## config.mk

```make
export PLATFORM = sky130hd
export DESIGN_NAME = pss_summary
export DESIGN_NICKNAME = d
export VERILOG_FILES = /design/src/pss_pkg.sv /design/src/pss_latch.sv /design/src/pss_summary.sv
export VERILOG_INCLUDE_DIRS = /design/src
export SDC_FILE = /design/constraint.sdc
export NUM_CORES = 1
export LEC_CHECK = 0
export ABC_AREA = 0
export BUFFER_PORTS_ARGS = -buffer_cell sky130_fd_sc_hd__buf_2
export CAP_MARGIN = 5
export CORE_ASPECT_RATIO = 1.75
export CORE_MARGIN = 10
export CORE_UTILIZATION = 35
export CTS_BUF_LIST = sky130_fd_sc_hd__clkbuf_2 sky130_fd_sc_hd__clkbuf_4 sky130_fd_sc_hd__clkbuf_8
export CTS_CLUSTER_DIAMETER = 100
export DETAILED_ROUTE_END_ITERATION = 10
export PLACE_DENSITY = 0.64
export SLEW_MARGIN = 10
export SYNTH_ARGS = -nofsm -noshare
export SYNTH_HDL_FRONTEND = slang
export SYNTH_SLANG_ARGS = --single-unit
```

## constraint.sdc

```tcl
create_clock -name i_mclk -period 1.6 [get_ports i_mclk]
set_clock_uncertainty 0.2 [all_clocks]
set_input_delay 0.08 -clock i_mclk [delete_from_list [all_inputs] [get_ports i_mclk]]
set_output_delay 0.08 -clock i_mclk [all_outputs]
set_load 0.01 [all_outputs]
```

## src/pss_defines.svh

```systemverilog
// summary status word: offsets, bit positions, reset values
// assumes a management-register read port with 5-bit addresses
`ifndef PSS_DEFINES_SVH
`define PSS_DEFINES_SVH
`define PSS_ADDR_SUMMARY   5'h10
`define PSS_ADDR_BASIC     5'h01
`define PSS_ADDR_EXPANSION 5'h06
`define PSS_ADDR_INT_EVENT 5'h12
`define PSS_ADDR_FC_COUNT  5'h14
`define PSS_ADDR_RXE_COUNT 5'h15
`define PSS_ADDR_TENBASE   5'h1A
`define PSS_BIT_RSVD       15
`define PSS_BIT_XOVER      14
`define PSS_BIT_RXERR      13
`define PSS_BIT_POLAR      12
`define PSS_BIT_FCARR      11
`define PSS_BIT_SIGDET     10
`define PSS_BIT_DLOCK      9
`define PSS_BIT_PAGE       8
`define PSS_BIT_INT        7
`define PSS_BIT_RFAULT     6
`define PSS_BIT_LINK       0
`define PSS_RESET_WORD     16'h0000
`endif

```

## src/pss_pkg.sv

```systemverilog
// types for the summary status block
package pss_pkg;
    typedef logic [15:0] pss_word_t; // one management word
    typedef logic [4:0]  pss_addr_t; // management register address
endpackage : pss_pkg

```

## src/pss_latch.sv

```systemverilog
// one status flag: latch high or latch low, cleared by a source read
// assumes event and clear are synchronous one-cycle or level inputs
`timescale 1ns/1ps
module pss_latch #(
    parameter bit LATCH_LOW = 1'b0 // 1: hold lows, 0: hold highs
) (
    input  wire logic i_mclk,
    input  wire logic i_reset_n,
    input  wire logic i_level,  // live source level
    input  wire logic i_clear,  // read of the owning register
    output logic      o_flag
);
    logic flag_r;   // held value
    logic flag_nxt; // next held value

    // set wins over a clear in the same cycle so no event is lost
    always_comb begin
        flag_nxt = flag_r;
        if (LATCH_LOW) begin
            // a clearing read re-arms to the live level
            if (i_clear) flag_nxt = i_level;
            if (!i_level) flag_nxt = 1'b0;
        end else begin
            if (i_clear) flag_nxt = 1'b0;
            if (i_level) flag_nxt = 1'b1;
        end
    end

    // reset to zero, the word's default for every flag
    always_ff @(posedge i_mclk or negedge i_reset_n) begin
        if (!i_reset_n) flag_r <= 1'b0;
        else flag_r <= flag_nxt;
    end

    assign o_flag = flag_r;
endmodule : pss_latch

```

## src/pss_summary.sv

```systemverilog
// summary status word, read over the management register port
// assumes read strobe and address arrive synchronous to i_mclk
`timescale 1ns/1ps
`include "pss_defines.svh"
module pss_summary (
    input  wire logic              i_mclk,
    input  wire logic              i_reset_n,
    input  wire logic              i_rd,        // register read strobe
    input  wire pss_pkg::pss_addr_t i_addr,     // register address
    input  wire logic              i_wr,        // write strobe, ignored here
    input  wire logic              i_xover_en,  // auto_crossover_enable
    input  wire logic              i_xover_force, // force_crossover
    input  wire logic              i_xover_algo,  // algorithm swapped state
    input  wire logic              i_rx_err,    // receive error event
    input  wire logic              i_pol_inv,   // inverted polarity seen
    input  wire logic              i_false_carr, // false carrier event
    input  wire logic              i_sig_det,   // pmd signal detect
    input  wire logic              i_desc_lock, // descrambler lock
    input  wire logic              i_page_rx,   // new page arrived pulse
    input  wire logic              i_int_evt,   // internal interrupt event
    input  wire logic              i_rem_fault, // partner remote fault
    input  wire logic              i_link_up,   // link status level
    output pss_pkg::pss_word_t     o_rdata,     // read data, registered
    output logic                   o_rvalid     // read data valid pulse
);
    // which source register is being read this cycle
    function automatic logic is_rd(input pss_pkg::pss_addr_t a,
                                   input pss_pkg::pss_addr_t want,
                                   input logic rd);
        is_rd = rd && (a == want);
    endfunction : is_rd

    logic clr_rxe, clr_ten, clr_fc, clr_exp, clr_int, clr_bas;
    assign clr_rxe = is_rd(i_addr, `PSS_ADDR_RXE_COUNT, i_rd);
    assign clr_ten = is_rd(i_addr, `PSS_ADDR_TENBASE, i_rd);
    assign clr_fc  = is_rd(i_addr, `PSS_ADDR_FC_COUNT, i_rd);
    assign clr_exp = is_rd(i_addr, `PSS_ADDR_EXPANSION, i_rd);
    assign clr_int = is_rd(i_addr, `PSS_ADDR_INT_EVENT, i_rd);
    // basic status read also re-arms the latch-low bits
    assign clr_bas = is_rd(i_addr, `PSS_ADDR_BASIC, i_rd);

    // flag sources and their clears, one latch each
    localparam int NF = 8;
    logic [NF-1:0] lvl, clr, flg;
    localparam logic [NF-1:0] LOWMASK = 8'h18; // sigdet, lock
    assign lvl = {i_rem_fault, i_int_evt, i_page_rx, i_desc_lock,
                  i_sig_det, i_false_carr, i_pol_inv, i_rx_err};
    // a summary read is in no clear term: no side effects
    assign clr = {clr_bas, clr_int, clr_exp, clr_bas,
                  clr_bas, clr_fc, clr_ten, clr_rxe};

    genvar g;
    generate
        for (g = 0; g < NF; g++) begin : g_flag
            pss_latch #(.LATCH_LOW(LOWMASK[g])) u_flag (
                .i_mclk    (i_mclk),
                .i_reset_n (i_reset_n),
                .i_level   (lvl[g]),
                .i_clear   (clr[g]),
                .o_flag    (flg[g])
            );
        end
    endgenerate

    // crossover state: forced wins, else algorithm when enabled
    logic xover_r, xover_nxt;
    always_comb begin
        if (i_xover_force) xover_nxt = 1'b1;
        else if (i_xover_en) xover_nxt = i_xover_algo;
        else xover_nxt = 1'b0;
    end

    // assembled word and read answer
    pss_pkg::pss_word_t word, rdata_r, rdata_nxt;
    logic rvalid_r, rvalid_nxt;
    always_comb begin
        word = `PSS_RESET_WORD;
        word[`PSS_BIT_RSVD]   = 1'b0;
        word[`PSS_BIT_XOVER]  = xover_r;
        word[`PSS_BIT_RXERR]  = flg[0];
        word[`PSS_BIT_POLAR]  = flg[1];
        word[`PSS_BIT_FCARR]  = flg[2];
        word[`PSS_BIT_SIGDET] = flg[3];
        word[`PSS_BIT_DLOCK]  = flg[4];
        word[`PSS_BIT_PAGE]   = flg[5];
        word[`PSS_BIT_INT]    = flg[6];
        word[`PSS_BIT_RFAULT] = flg[7];
        word[`PSS_BIT_LINK]   = i_link_up;
        rvalid_nxt = is_rd(i_addr, `PSS_ADDR_SUMMARY, i_rd);
        // writes never touch the word; idle data holds zero
        rdata_nxt = rvalid_nxt ? word : `PSS_RESET_WORD;
    end

    // registers only; all reset to zero
    always_ff @(posedge i_mclk or negedge i_reset_n) begin
        if (!i_reset_n) begin
            xover_r  <= 1'b0;
            rdata_r  <= `PSS_RESET_WORD;
            rvalid_r <= 1'b0;
        end else begin
            xover_r  <= xover_nxt;
            rdata_r  <= rdata_nxt;
            rvalid_r <= rvalid_nxt;
        end
    end

    assign o_rdata  = rdata_r;
    assign o_rvalid = rvalid_r;

    // reserved bit never rises, whatever the bus does
    a_rsvd_zero: assert property (@(posedge i_mclk)
        disable iff (!i_reset_n) o_rdata[15] == 1'b0)
        else $error("bit 15 not zero");
    // a write strobe alone never raises an answer
    a_write_ignored: assert property (@(posedge i_mclk)
        disable iff (!i_reset_n) (i_wr && !i_rd) |=> !o_rvalid)
        else $error("write produced an answer");
    // no enable and no force: pairs read as normal
    a_xover_off: assert property (@(posedge i_mclk)
        disable iff (!i_reset_n)
        (!i_xover_en && !i_xover_force) |=> !xover_r)
        else $error("crossover shown while disabled");
    // the answer carries the registered crossover state
    a_xover_word: assert property (@(posedge i_mclk)
        disable iff (!i_reset_n)
        rvalid_nxt |=> o_rdata[14] == $past(xover_r))
        else $error("crossover bit wrong in answer");
    // force wins over the algorithm and the enable
    a_xover_force: assert property (@(posedge i_mclk)
        disable iff (!i_reset_n) i_xover_force |=> xover_r)
        else $error("forced crossover not shown");
    // enabled, not forced: one cycle behind the algorithm
    a_xover_track: assert property (@(posedge i_mclk)
        disable iff (!i_reset_n) (i_xover_en && !i_xover_force)
        |=> xover_r == $past(i_xover_algo))
        else $error("crossover not tracking");
    // receive error event sets the latch next cycle
    a_rxerr_hold: assert property (@(posedge i_mclk)
        disable iff (!i_reset_n) i_rx_err |=> flg[0])
        else $error("rx error not latched");
    // counter read with no new event drops the latch
    a_rxerr_clear: assert property (@(posedge i_mclk)
        disable iff (!i_reset_n) (clr_rxe && !i_rx_err) |=> !flg[0])
        else $error("rx error not cleared");
    // without the counter read the latch stays up
    a_rxerr_keep: assert property (@(posedge i_mclk)
        disable iff (!i_reset_n) (flg[0] && !clr_rxe) |=> flg[0])
        else $error("rx error dropped");
    // inverted polarity sets bit 12
    a_pol_set: assert property (@(posedge i_mclk)
        disable iff (!i_reset_n) i_pol_inv |=> flg[1])
        else $error("polarity not latched");
    // tenbase status read clears it once polarity is good
    a_pol_clear: assert property (@(posedge i_mclk)
        disable iff (!i_reset_n) (clr_ten && !i_pol_inv) |=> !flg[1])
        else $error("polarity not cleared");
    // other reads, the summary one too, leave it alone
    a_pol_keep: assert property (@(posedge i_mclk)
        disable iff (!i_reset_n) (flg[1] && !clr_ten) |=> flg[1])
        else $error("polarity dropped");
    // false carrier event sets bit 11
    a_fc_set: assert property (@(posedge i_mclk)
        disable iff (!i_reset_n) i_false_carr |=> flg[2])
        else $error("false carrier not latched");
    // held until its counter is read
    a_fc_hold: assert property (@(posedge i_mclk)
        disable iff (!i_reset_n) (flg[2] && !clr_fc) |=> flg[2])
        else $error("false carrier dropped");
    // counter read with no new event drops the latch
    a_fc_clear: assert property (@(posedge i_mclk)
        disable iff (!i_reset_n) (clr_fc && !i_false_carr) |=> !flg[2])
        else $error("false carrier not cleared");
    // a loss of signal stays low until re-armed
    a_sig_low: assert property (@(posedge i_mclk)
        disable iff (!i_reset_n) (!i_sig_det && !flg[3]
        ##1 !clr_bas) |=> !flg[3])
        else $error("signal loss not held");
    // re-arm read with signal present shows it again
    a_sig_rearm: assert property (@(posedge i_mclk)
        disable iff (!i_reset_n) (clr_bas && i_sig_det) |=> flg[3])
        else $error("signal detect not re-armed");
    // a loss of lock drops bit 9 next cycle
    a_lock_low: assert property (@(posedge i_mclk)
        disable iff (!i_reset_n) !i_desc_lock |=> !flg[4])
        else $error("lock loss missed");
    // re-arm read with lock present shows it again
    a_lock_rearm: assert property (@(posedge i_mclk)
        disable iff (!i_reset_n) (clr_bas && i_desc_lock) |=> flg[4])
        else $error("lock not re-armed");
    // a new page sets bit 8
    a_page_set: assert property (@(posedge i_mclk)
        disable iff (!i_reset_n) i_page_rx |=> flg[5])
        else $error("page not latched");
    // only the expansion read clears it
    a_page_clear: assert property (@(posedge i_mclk)
        disable iff (!i_reset_n) (clr_exp && !i_page_rx) |=> !flg[5])
        else $error("page not cleared");
    // an interrupt event makes bit 7 pending
    a_int_set: assert property (@(posedge i_mclk)
        disable iff (!i_reset_n) i_int_evt |=> flg[6])
        else $error("interrupt not pending");
    // event register read clears the pending state
    a_int_clear: assert property (@(posedge i_mclk)
        disable iff (!i_reset_n) (clr_int && !i_int_evt) |=> !flg[6])
        else $error("interrupt not cleared");
    // partner remote fault sets bit 6
    a_fault_set: assert property (@(posedge i_mclk)
        disable iff (!i_reset_n) i_rem_fault |=> flg[7])
        else $error("remote fault not latched");
    // basic status read clears it
    a_fault_clear: assert property (@(posedge i_mclk)
        disable iff (!i_reset_n) (clr_bas && !i_rem_fault) |=> !flg[7])
        else $error("remote fault not cleared");
    // a summary read is answered on the next cycle
    a_valid_pulse: assert property (@(posedge i_mclk)
        disable iff (!i_reset_n) rvalid_nxt |=> o_rvalid)
        else $error("summary read not answered");
    // other addresses give no answer and idle data stays zero
    a_idle_zero: assert property (@(posedge i_mclk)
        disable iff (!i_reset_n)
        !rvalid_nxt |=> (!o_rvalid && o_rdata == 16'h0000))
        else $error("answer without summary read");
    // bits left out of this block always read zero
    a_low_bits: assert property (@(posedge i_mclk)
        disable iff (!i_reset_n) o_rdata[5:1] == 5'h00)
        else $error("unused low bits not zero");
    // a summary read must not clear a pending interrupt
    a_no_side: assert property (@(posedge i_mclk)
        disable iff (!i_reset_n) (rvalid_nxt && flg[6]) |=> flg[6])
        else $error("summary read cleared flag");
    // link bit is the live level at the read edge
    a_read_data: assert property (@(posedge i_mclk)
        disable iff (!i_reset_n)
        rvalid_nxt |=> o_rdata[0] == $past(i_link_up))
        else $error("link bit wrong");
endmodule : pss_summary

```

==> out/results.ini <==
[synth]
synthTopCellsByCount=dfrtp_1, inv_1, nor3_2, buf_4, nor2_1
yosysMostFrequentCell=dfrtp_1
synthCells=81
async_flop_share_pct=100.0
synth_edf_count=0
yosysTopAreaCell=dfrtp_1
synth_cell_type_count=20
yosysTopAreaCellShare_pct=54.42
synth_ff_type=dfrtp_1
synth_area_leaders=dfrtp_1, nor3_2, inv_1
syn_area_sq_um=919.6
yosysWarnings=0
synth_area_per_cell_sq_um=11.35
seq_area_frac_synth_pct=54.42
synth_seq_cells=20

[timing]
period_minus_slack_ns=1.486
rsz0062_at_grt=no
timing.final.ws_setup_ns=0.1141
slew-limit-headroom_pct=64.66
tns_ns=0
period_share_pct=92.87
slew_viol_final=0
setup_viol=0
timing.fmax_mhz=673.0
holdWs_ns=-0.004479
worstMarginPinSlew_ns=0.5300
hold_viol_final=2

[place]
dp_hpwl_mm=1.603
place.gp.congestion=0.7015
dp.cells=134
io_buffer_count=30
preCtsSetupSlack_ns=0.2370

[die]
die_y_microns=87.81
die_area_sq_um=5159
fp.coreArea_sq_um=2492
die_w_microns=58.75
ios=38
num_rows=24
start_util_pct=36.90

[cells_and_area]
antenna_cells=0
drive_gt1_share_pct=36.15
nNetsFinal=152
n_fill_cell=227
syn2layout_area_growth_pct=40.41
finalNonFillerCells=156
finalCoreUtilization_pct=51.81

[detailed_routing]
drt-initial-drc-count=17
routedWlPerCell_microns=13.45
drc=0
drtAntennaViolNets=0
dr.pass1.iters=3
avgViaCountPerCell=4.628
vias=722
wirelength_mm=2.098

[grt]
grt_max_degree=21
antenna_found_initial=0
grt_overflow_total=0
grt_pass1_vias=834
grtUsageTotal_pct=8.539
grt_first_pass_wirelength_mm=3.532

[status]
status=finished, violations left
violations=hold timing

[critical_path]
critical_path_class=in2reg
path_max_fanout=5
startpoint_type=primary input
cp-startpoint=i_rd
end_kind=flip-flop
crit_arrival_ns=1.48
cp_data_required_time_ns=1.59
timing.rr.start=g_flag[1].u_flag.o_flag

[job]
cap_violations=0

[clocking]
clock_latency_ns=0.25
clock_sinks=20
path_clk_slew_ns=0.07
cts_resized=0
cts_buffers=3
cts_tree=done
htreeDepth=1
cts_setup_buffers=0
cts_buffer_depth=2
clockRootBuffer=clkbuf_8

[min_path]
holdCritPathClass=in2reg
hold_start=i_addr[0]

[power_and_ir_drop]
p_sw_w=0.0002164
power.share.clock_pct=37.1
combPwrFrac_pct=11.8
intPower_w=0.0007874
p_sw_share_pct=21.55
p_seq_share_pct=51.2
power_density_nw_per_um2=777.4
irDropWorstVdd_uv=425.1
leakage_nw=0.6720

## final cells by class
class	instances	area [sq um]	area share (%)
timing repair buffer	49	337.8	26.16
multi-input combinational	43	312.8	24.22
tap	26	32.53	2.519
inverter	14	52.55	4.070
sequential	20	500.5	38.76
clock buffer	4	55.05	4.264
## final timing paths
path / to / slack, ns / depth (start not counted)
worst max-delay path: g_flag[1].u_flag.o_flag / 0.11 / 4
worst min-delay path: g_flag[5].u_flag.o_flag / -0.004 / 3
worst max register to register: g_flag[1].u_flag.o_flag / 0.18 / 3
worst min register to register: g_flag[4].u_flag.o_flag / 0.30 / 2
max in group asynchronous: o_rvalid / 0.80 / 2
min in group asynchronous: g_flag[7].u_flag.o_flag / 0.10 / 2
## stage by stage
stage	area [sq um]	hold WS, ns	total power [W]
after floorplan	938.4	-0.4156	0.0005756
after global placement	1056	-0.1572	0.0006090
after detailed placement	1056	-0.1469	0.0006119
after CTS	1301	0.002692	0.001017
after global routing	1291	0.05241	0.001053
final	1291	-0.004479	0.001004
## repair_timing
| action | 4_1_cts | 5_1_grt |
|---|---|---|
| endpoints found under the setup margin | 0 | 1 |
| endpoints found under the hold margin | 30 | 0 |
| hold buffers | 19 | 0 |
## placed cells by master, fill, tap and decap left out, drive strengths merged
cell	count
nor4bb	3
o41ai	2
inv	14
dlygate4sd3	18
dfrtp	20
or3b	2
nor3	10
a21o	1
o32a	1
a21oi	3
nor2	6
clkbuf	4
a41oi	2
or2	1
buf	31
nand2	2
conb	6
nor3b	3
nand2b	1
## power by group through the flow
| stage | sequential [W] | clock [W] | combinational [W] |
|---|---|---|---|
| floorplan | 0.000524 | 0 | 0.0000514 |
| global placement | 0.000523 | 0 | 0.0000858 |
| detailed placement | 0.000524 | 0 | 0.0000884 |
| CTS | 0.000514 | 0.000383 | 0.000120 |
| global route | 0.000514 | 0.000406 | 0.000133 |
| finish | 0.000514 | 0.000372 | 0.000118 |
## metal layers
metal,global-route usage (%),share of wire (%),up-vias
li1,-,-,350
met3,3.188,9.1,4
met1,8.198,37,342
met4,4.403,1.7,0
met5,0,0,-
met2,15.16,52,26
## state kept, by name, summed over array words and instances (netlist names)
register,count
o_rdata,10
g_flag.u_flag.o_flag,8
o_rvalid,1
xover_r,1
## worst max-delay path: stages
cell and delay [ns]:
buf_2 0.12, dlygate4sd3_1 0.56, a41oi_1 0.16, dlygate4sd3_1 0.56
## logic make-up (layout without fill, tap and decap cells)
logic type / count (synthesis) / in the layout / share of synthesized area (%)
buf+inv: 23 / 67 / 13.60
flops: 20 / 20 / 54.42
compound gates: 9 / 9 / 8.980
simple gates: 28 / 28 / 22.59
other cells: 1 / 6 / 0.4078
(Power assumes the default switching activity.)
